--- config.mk ---
export PLATFORM = sky130hd
export DESIGN_NAME = sdie_encoder
export DESIGN_NICKNAME = d
export VERILOG_FILES = /design/src/sdie_pkg.sv /design/src/sdie_encoder.sv
export SDC_FILE = /design/constraint.sdc
export NUM_CORES = 1
export LEC_CHECK = 0
export BUFFER_PORTS_ARGS = -buffer_cell sky130_fd_sc_hd__buf_4
export CAP_MARGIN = 20
export CORE_ASPECT_RATIO = 1.25
export CORE_MARGIN = 5
export CORE_UTILIZATION = 52
export CTS_CLUSTER_DIAMETER = 60
export DETAILED_ROUTE_END_ITERATION = 8
export HOLD_SLACK_MARGIN = 0.15
export PLACE_DENSITY = 0.74
export SLEW_MARGIN = 20
export SYNTH_ARGS = -nofsm -noshare
export SYNTH_HDL_FRONTEND = slang
export SYNTH_SLANG_ARGS = --single-unit
--- constraint.sdc ---
create_clock -name clk_i -period 3.9 [get_ports clk_i]
set_input_delay 0.195 -clock clk_i [delete_from_list [all_inputs] [get_ports clk_i]]
set_output_delay 0.195 -clock clk_i [all_outputs]
set_load 0.01 [all_outputs]
--- src/sdie_pkg.sv ---
// package: constants, types and coding functions for the sdi video encoder
package sdie_pkg;

   // word and scrambler geometry
   localparam int          WORD_W     = 10;
   localparam int          STATE_W    = 9;
   localparam int          CLIP_LO_W  = 2;
   localparam int          TAP_X4     = 3;
   localparam int          TAP_X9     = 8;
   localparam int          FIFO_DEPTH = 16;

   // bits emitted per clock in each mode
   localparam logic [3:0]  BITS_WORD  = 4'ha;
   localparam logic [3:0]  BITS_HALF  = 4'h2;
   localparam logic [3:0]  BITS_BIT   = 4'h1;

   // reset values and the driven reference phase pair
   localparam logic [8:0]  SCR_RST    = 9'h000;
   localparam logic        NRZI_RST   = 1'b0;
   localparam logic [3:0]  CNT_RST    = 4'h0;
   localparam logic [1:0]  REF_IDLE   = 2'h0;
   localparam logic [1:0]  REF_PHASES = 2'h1;

   typedef enum logic [1:0] {
      SDIE_MODE_WORD = 2'h0,
      SDIE_MODE_HALF = 2'h1,
      SDIE_MODE_BIT  = 2'h2
   } sdie_mode_t;

   typedef struct packed {
      logic [1:0] mode;
      logic       nrzi_en;
      logic       scram_en;
      logic       clip_en;
   } sdie_ctl_t;

   typedef struct packed {
      logic [STATE_W-1:0] st;
      logic [WORD_W-1:0]  bits;
   } sdie_scr_t;

   typedef struct packed {
      logic               last;
      logic [WORD_W-1:0]  bits;
   } sdie_nrzi_t;

   // divide by x^9 + x^4 + 1, lsb first; st[0] is the newest scrambled bit
   function automatic sdie_scr_t scramble(input logic [STATE_W-1:0] st, input logic [WORD_W-1:0] d,
                                         input logic [3:0] n, input logic en);
      sdie_scr_t r;
      logic      y;
      r.st   = st;
      r.bits = '0;
      y      = 1'b0;
      for (int i = 0; i < WORD_W; i++) begin
         if (4'(i) < n) begin
            y         = d[i] ^ (en & (r.st[TAP_X4] ^ r.st[TAP_X9]));
            r.bits[i] = y;
            r.st      = {r.st[STATE_W-2:0], y};
         end
      end
      return r;
   endfunction

   // x + 1 conversion to nrzi; bypass passes bits and loads the history with the last passed bit
   function automatic sdie_nrzi_t nrzi(input logic prev, input logic [WORD_W-1:0] d,
                                      input logic [3:0] n, input logic en);
      sdie_nrzi_t r;
      r.last = prev;
      r.bits = '0;
      for (int i = 0; i < WORD_W; i++) begin
         if (4'(i) < n) begin
            r.bits[i] = en ? (d[i] ^ r.last) : d[i];
            r.last    = r.bits[i];
         end
      end
      return r;
   endfunction

endpackage

--- src/sdie_encoder.sv ---
// sdi video encoder: clipper, word fifo, word/half/bit rate scrambler and nrzi
`timescale 1ns/1ps
// What this block does
// clip enabled, upper eight bits all zero: force two low bits to zero
// clip enabled, upper eight bits all one: force two low bits to one
// other words pass unaltered; upper eight bits always pass
// clip enable input; when low every word passes untouched
// clipper is purely combinational, same cycle as its input
// bit-rate mode scrambles one serial bit per clock
// separate enables bypass the scrambling stage and the nrzi stage
// controlling logic holds both enables high for compliant streams
// half-rate mode encodes two consecutive bits per clock for a ddr stage
// word-rate mode: ten-bit word in and out each clock, three cycles latency from input through fifo
// each scrambled bit is three-input xor of data and the fourth and ninth held bits
// scrambled six low bits feed back to make the six high bits
// word nrzi xors each bit with its predecessor, eleventh is last msb
// half-rate clock is five times word clock; ddr phases 180 apart
// half-rate serializer shifts two bits per cycle, one word per five
// clipper output feeds the word fifo, then the scrambler, which serializes in half and bit rate
// optional reference clock driven as ddr phase pair for even duty
// word-rate path uses the word scrambler; pass-through mode omitted
// scrambling divides by x^9 + x^4 + 1
// nrzi conversion uses x + 1
// least significant bit of each word goes first
// synchronous clear zeroes scrambler state and nrzi history
// all modes give bit-identical serial streams from the same state

module sdie_fifo #(
   parameter int W = 10,
   parameter int D = 16
) (
   // clock and reset
   input  wire logic         clk_i,
   input  wire logic         rst_n_i,
   // fill side
   input  wire logic         in_valid_i,
   input  wire logic [W-1:0] in_data_i,
   output logic              in_ready_o,
   // drain side
   output logic              out_valid_o,
   output logic [W-1:0]      out_data_o,
   input  wire logic         out_ready_i
);
   localparam int AW = $clog2(D);

   logic [W-1:0]  mem [D];
   logic [AW-1:0] wp_q, wp_d;
   logic [AW-1:0] rp_q, rp_d;
   logic [AW:0]   cnt_q, cnt_d;
   logic          rdy_q, rdy_d;
   logic          push;
   logic          pop;

   always_comb begin
      push  = in_valid_i & rdy_q;
      pop   = out_ready_i & (cnt_q != '0);
      wp_d  = wp_q;
      rp_d  = rp_q;
      if (push) begin
         wp_d = (wp_q == AW'(D - 1)) ? '0 : wp_q + 1'b1;
      end
      if (pop) begin
         rp_d = (rp_q == AW'(D - 1)) ? '0 : rp_q + 1'b1;
      end
      cnt_d = cnt_q + (AW + 1)'(push) - (AW + 1)'(pop);
      rdy_d = (cnt_d != (AW + 1)'(D));
   end

   always_ff @(posedge clk_i or negedge rst_n_i) begin
      if (!rst_n_i) begin
         wp_q  <= '0;
         rp_q  <= '0;
         cnt_q <= '0;
         rdy_q <= 1'b1;
      end else begin
         wp_q  <= wp_d;
         rp_q  <= rp_d;
         cnt_q <= cnt_d;
         rdy_q <= rdy_d;
      end
   end

   always_ff @(posedge clk_i) begin
      if (push) begin
         mem[wp_q] <= in_data_i;
      end
   end

   assign in_ready_o  = rdy_q;
   assign out_valid_o = (cnt_q != '0);
   assign out_data_o  = mem[rp_q];
endmodule

module sdie_encoder #(
   parameter int DEPTH = sdie_pkg::FIFO_DEPTH
) (
   // clock and reset
   input  wire logic       clk_i,
   input  wire logic       rst_n_i,
   input  wire logic       sync_clr_i,
   // control pins
   input  wire logic       clip_en_i,
   input  wire logic       scram_en_i,
   input  wire logic       nrzi_en_i,
   input  wire logic [1:0] mode_i,
   // parallel video in
   input  wire logic       vid_valid_i,
   input  wire logic [9:0] vid_word_i,
   output logic            vid_ready_o,
   // downstream
   input  wire logic       out_ready_i,
   output logic            enc_valid_o,
   output logic [9:0]      enc_word_o,
   output logic            ser_valid_o,
   output logic [1:0]      ser_bits_o,
   output logic [1:0]      ref_clk_o
);
   sdie_pkg::sdie_ctl_t ctl_raw, ctl_m_q, ctl_q;
   logic [9:0]          clip_word;
   logic                f_valid;
   logic [9:0]          f_data;
   logic                f_pop;
   logic [8:0]          scr_q, scr_d;
   logic                nz_q, nz_d;
   logic [9:0]          s1_q, s1_d;
   logic                s1v_q, s1v_d;
   logic [9:0]          enc_q, enc_d;
   logic                encv_q, encv_d;
   logic [9:0]          sh_q, sh_d;
   logic [3:0]          cnt_q, cnt_d;
   logic [1:0]          ser_q, ser_d;
   logic                serv_q, serv_d;
   logic [1:0]          ref_q, ref_d;
   sdie_pkg::sdie_scr_t  sc;
   sdie_pkg::sdie_nrzi_t nr;
   logic [3:0]          k;
   logic [3:0]          left;
   logic [9:0]          src;
   logic                have;

   // control pins through two flops
   assign ctl_raw = '{mode: mode_i, nrzi_en: nrzi_en_i, scram_en: scram_en_i, clip_en: clip_en_i};

   always_ff @(posedge clk_i or negedge rst_n_i) begin
      if (!rst_n_i) begin
         ctl_m_q <= '0;
         ctl_q   <= '0;
      end else begin
         ctl_m_q <= ctl_raw;
         ctl_q   <= ctl_m_q;
      end
   end

   // combinational clipper
   always_comb begin
      clip_word = vid_word_i;
      // all-zero clip
      if (ctl_q.clip_en && (vid_word_i[9:2] == 8'h00)) begin
         clip_word[1:0] = 2'h0;
      // all-one clip
      end else if (ctl_q.clip_en && (vid_word_i[9:2] == 8'hff)) begin
         clip_word[1:0] = 2'h3;
      end
      // otherwise unchanged
   end

   // clipped words buffered ahead of the scrambler
   sdie_fifo #(
      .W (sdie_pkg::WORD_W),
      .D (DEPTH)
   ) u_fifo (
      .clk_i       (clk_i),
      .rst_n_i     (rst_n_i),
      .in_valid_i  (vid_valid_i),
      .in_data_i   (clip_word),
      .in_ready_o  (vid_ready_o),
      .out_valid_o (f_valid),
      .out_data_o  (f_data),
      .out_ready_i (f_pop)
   );

   always_comb begin
      f_pop  = 1'b0;
      scr_d  = scr_q;
      nz_d   = nz_q;
      s1_d   = s1_q;
      s1v_d  = s1v_q;
      enc_d  = enc_q;
      encv_d = encv_q;
      sh_d   = sh_q;
      cnt_d  = cnt_q;
      ser_d  = ser_q;
      serv_d = serv_q;
      ref_d  = sdie_pkg::REF_PHASES;
      sc     = '0;
      nr     = '0;
      k      = sdie_pkg::BITS_HALF;
      left   = cnt_q;
      src    = sh_q;
      have   = 1'b1;
      // synchronous clear of coder state
      if (sync_clr_i) begin
         scr_d  = sdie_pkg::SCR_RST;
         nz_d   = sdie_pkg::NRZI_RST;
         s1v_d  = 1'b0;
         encv_d = 1'b0;
         cnt_d  = sdie_pkg::CNT_RST;
         serv_d = 1'b0;
      end else if (out_ready_i) begin
         if (ctl_q.mode == sdie_pkg::SDIE_MODE_WORD) begin
            // stage one: word scrambler
            f_pop  = f_valid;
            // ten three-input xors with in-word feedback
            sc     = sdie_pkg::scramble(scr_q, f_data, sdie_pkg::BITS_WORD, ctl_q.scram_en);
            s1_d   = sc.bits;
            s1v_d  = f_valid;
            if (f_valid) begin
               scr_d = sc.st;
            end
            // stage two: nrzi using last output msb
            nr     = sdie_pkg::nrzi(nz_q, s1_q, sdie_pkg::BITS_WORD, ctl_q.nrzi_en);
            encv_d = s1v_q;
            if (s1v_q) begin
               enc_d = nr.bits;
               nz_d  = nr.last;
            end
            serv_d = 1'b0;
         end else begin
            // one or two bits per clock
            k = (ctl_q.mode == sdie_pkg::SDIE_MODE_BIT) ? sdie_pkg::BITS_BIT : sdie_pkg::BITS_HALF;
            if (cnt_q == sdie_pkg::CNT_RST) begin
               src  = f_data;
               have = f_valid;
               left = sdie_pkg::BITS_WORD;
            end
            encv_d = 1'b0;
            s1v_d  = 1'b0;
            serv_d = have;
            if (have) begin
               f_pop  = (cnt_q == sdie_pkg::CNT_RST);
               // same coder state as word mode, stages bypassable
               sc     = sdie_pkg::scramble(scr_q, src, k, ctl_q.scram_en);
               nr     = sdie_pkg::nrzi(nz_q, sc.bits, k, ctl_q.nrzi_en);
               scr_d  = sc.st;
               nz_d   = nr.last;
               // bit 0 leaves first, on the rising phase
               ser_d  = nr.bits[1:0];
               sh_d   = src >> k;
               cnt_d  = left - k;
            end
         end
      end
   end

   always_ff @(posedge clk_i or negedge rst_n_i) begin
      if (!rst_n_i) begin
         scr_q  <= sdie_pkg::SCR_RST;
         nz_q   <= sdie_pkg::NRZI_RST;
         s1_q   <= '0;
         s1v_q  <= 1'b0;
         enc_q  <= '0;
         encv_q <= 1'b0;
         sh_q   <= '0;
         cnt_q  <= sdie_pkg::CNT_RST;
         ser_q  <= '0;
         serv_q <= 1'b0;
         ref_q  <= sdie_pkg::REF_IDLE;
      end else begin
         scr_q  <= scr_d;
         nz_q   <= nz_d;
         s1_q   <= s1_d;
         s1v_q  <= s1v_d;
         enc_q  <= enc_d;
         encv_q <= encv_d;
         sh_q   <= sh_d;
         cnt_q  <= cnt_d;
         ser_q  <= ser_d;
         serv_q <= serv_d;
         // reference clock phase pair
         ref_q  <= ref_d;
      end
   end

   assign enc_valid_o = encv_q;
   assign enc_word_o  = enc_q;
   assign ser_valid_o = serv_q;
   assign ser_bits_o  = ser_q;
   assign ref_clk_o   = ref_q;
endmodule

==> impl_metrics.yaml <==
clocking:
  htreeDepth: 1
  cts_buffers: 24
  cts_tree: "done"
  clock_sinks: 234
  cts_resized: 0
  path_clk_slew_ps: 60
  cts-root-buf: "clkbuf_16"
  insertion_delay_ps: 510
  clockBufferDepth: 3
placed_design:
  hpwlAfterDp_mm: 13.8
  place_congestion: 0.933
  dp_cells: 960
  portBuffers: 35
yosys:
  ys_seq_area_share_pct: 64.3
  synth_ff_type: "edfxtp_1"
  ys_async_sr_fraction_pct: 31.6
  avgSynthCellArea_um2: 15.3
  yosysWarnings: 0
  synth-seq-cells: 234
  synth_edf_count: 160
  ys_types: 60
  synthCells: 677
  syn-num-nets: 712
  syn_area_um2: 10400
sta:
  final_max_slew_viol_count: 0
  rsz0062_at_grt: "false"
  fin_crit_ps: 3170
  skew_ps: 11.2
  tightest_slew_ps: 926
  relSlewSlack_pct: 38.2
  finalSetupTns_ps: 0
  setup_viol: 0
  period_share_pct: 81.3
  max_freq_mhz: 315
  finalHoldViolations: 0
power_and_ir_drop:
  sw_frac_of_total_pct: 33.1
  leakagePower_uw: 0.00458
  p_int_uw: 6310
  pwr-share-clk_pct: 25.7
  seq_power_share_pct: 37.3
  comb_power_share_pct: 37.0
  power.density_nw_per_um2: 793
  peakVddDrop_uv: 415
  switchingPower_uw: 3120
final_layout:
  fin_nets: 772
  ff_latch_area_um2: 6660
  insertedDiodeCount: 0
  utilization_pct: 60.9
  drive_above_1_share_pct: 16.8
  area_delta_synth_final_pct: 14.8
  layout_commonest_cell: "edfxtp_1"
  final_cells: 1020
  final_cell_mix: "160 x edfxtp_1, 72 x dfrtp_1, 55 x nand2_1"
  nFillCells: 1457
  multiInputGateArea_um2: 3450
detailed_routing:
  vias: 5902
  drt-total-wl_mm: 21.3
  drt_iter0_drc: 537
  drcViolationCount: 0
  first_pass_iters: 7
  avgViaCountPerCell: 5.79
  wl_per_cell_um: 20.9
  ant_nets: 0
grt:
  grt_overflow_total: 0
  grt_first_pass_wirelength_mm: 33.5
  grt_max_degree: 75
  grt_pass1_vias: 6104
  grt_usage_pct: 18.9
  antenna_found_initial: 0
worst_setup_path:
  crit_path_end_kind: "flop"
  path_max_fanout: 6
  critPathArrivalTime_ps: 3600
  reg2reg_setup_slack_ps: 730
  reg2reg_depth: 14
  r2r-end: "u_fifo.in_ready_o"
  startpoint_type: "flop"
  worst-endpoint-required_ps: 4330
  crit_type: "reg2reg"
  worstReg2RegStart: "cnt_q[1]"
min_path:
  worstHoldStart: "vid_valid_i"
  hold_end: "u_fifo.wp_q[1]"
  hold_path_depth: 4
  hold_path_class: "in2reg"
floorplanning:
  coreArea_um2: 19500
  start_util_pct: 53.0
  die-area_um2: 22900
  io_pins: 37
  core.rowCount: 57
  die_x_um: 136
  die_height_um: 168
run_status:
  status: "finished clean"
run:
  drv_cap: 0
[worst max-delay path by stage]
stage	cells past startpoint	end	start
final	14	u_fifo.in_ready_o	cnt_q[1]
after global routing	8	scr_q[3]	u_fifo.rp_q[0]
after CTS	8	scr_q[0]	u_fifo.rp_q[0]
after detailed placement	8	scr_q[3]	u_fifo.rp_q[0]
after global placement	8	scr_q[3]	u_fifo.rp_q[0]
after floorplan	13	u_fifo.in_ready_o	cnt_q[1]
[final cells by class]
type	count	share of cell area [%]
Clock inverter	10	1.32
Timing Repair Buffer	65	4.47
Tap cell	265	2.79
Multi-Input combinational cell	396	29.0
Inverter	16	0.505
Clock buffer	34	5.88
Sequential cell	234	56.0
[repair_timing]
| item | in CTS | in global routing |
|---|---|---|
| buffers inserted | 0 | 0 |
| endpoints found under the setup margin | 0 | 0 |
| endpoints found under the hold margin | 216 | 0 |
| hold buffers | 16 | 0 |
[flip-flops by register name, summed over array words and instances (netlist names), 4 cells and up]
signal,cells
u_fifo.mem,160
enc_word_o,10
s1_q,10
sh_q,10
scr_q,9
ctl_m_q,5
ctl_q,5
u_fifo.cnt_q,5
cnt_q,4
u_fifo.rp_q,4
u_fifo.wp_q,4
[critical path: stages, from the launching register on]
cell      delay, ps
dfrtp_1         420
or4_1           720
a211oi_1        290
buf_4           190
ha_1            230
inv_1            50
ha_1            160
inv_1            60
fa_1            400
inv_1            80
a21oi_1          60
nor2_1           80
nor2_1           60
xnor2_1         180
nand3b_1        100
[cells in the mapped netlist (all sizes together) (3+ instances only)]
master	count	share of area (%)
edfxtp	160	46
dfrtp	73	18
nand2	55	2.0
nor2	51	1.8
mux4	46	11
a21oi	34	1.6
o21ai	27	1.3
xor2	27	2.3
mux2i	20	1.9
xnor2	20	1.8
clkbuf	17	0.62
and2	16	0.97
inv	16	0.58
buf	14	1.3
ha	13	1.6
nand2b	7	0.42
nand3	7	0.34
mux2	6	0.69
and3	5	0.30
xnor3	5	1.1
a21o	4	0.29
nand3b	4	0.29
nand4	4	0.24
nor2b	3	0.18
nor3	3	0.14
o211ai	3	0.22
[through the flow]
stage | hold slack, ps | worst slack [ps] | total power (uW) | area (um2)
floorplan | -101 | 890 | 6160 | 10400
detailed placement | 306 | 742 | 7030 | 10900
global placement | 306 | 736 | 6900 | 10900
finish | 217 | 730 | 9430 | 11900
global route | 255 | 462 | 9950 | 11900
CTS | 197 | 713 | 9500 | 11900
[cell families after synthesis]
logic type / share of synthesized area [%]
flip-flops: 64.3
AND/OR/NAND/NOR: 7.60
AO/OA/AOI/OAI: 4.98
multiplexers: 13.3
XOR/XNOR: 5.36
buffers and inverters: 2.46
adder cells (fa/ha/maj): 1.96
other: 0.0725
[layer usage]
| layer | routed length (um) | global-route usage [%] | share of wire (%) | vias to the layer above |
|---|---|---|---|---|
| li1 | - | - | - | 2653 |
| met1 | 7930 | 23.1 | 37 | 2979 |
| met2 | 11500 | 33.4 | 54 | 212 |
| met3 | 1200 | 3.16 | 5.6 | 58 |
| met4 | 730 | 7.50 | 3.4 | 0 |
| met5 | 0 | 0 | 0 | - |
[power by group through the flow]
stage | Combinational (uW) | Sequential [uW] | Clock, uW
CTS | 3500 | 3520 | 2480
finish | 3490 | 3520 | 2420
floorplan | 2800 | 3360 | 0
global route | 3790 | 3580 | 2580
detailed placement | 3460 | 3570 | 0
global placement | 3350 | 3540 | 0
(Power assumes the default switching activity.)
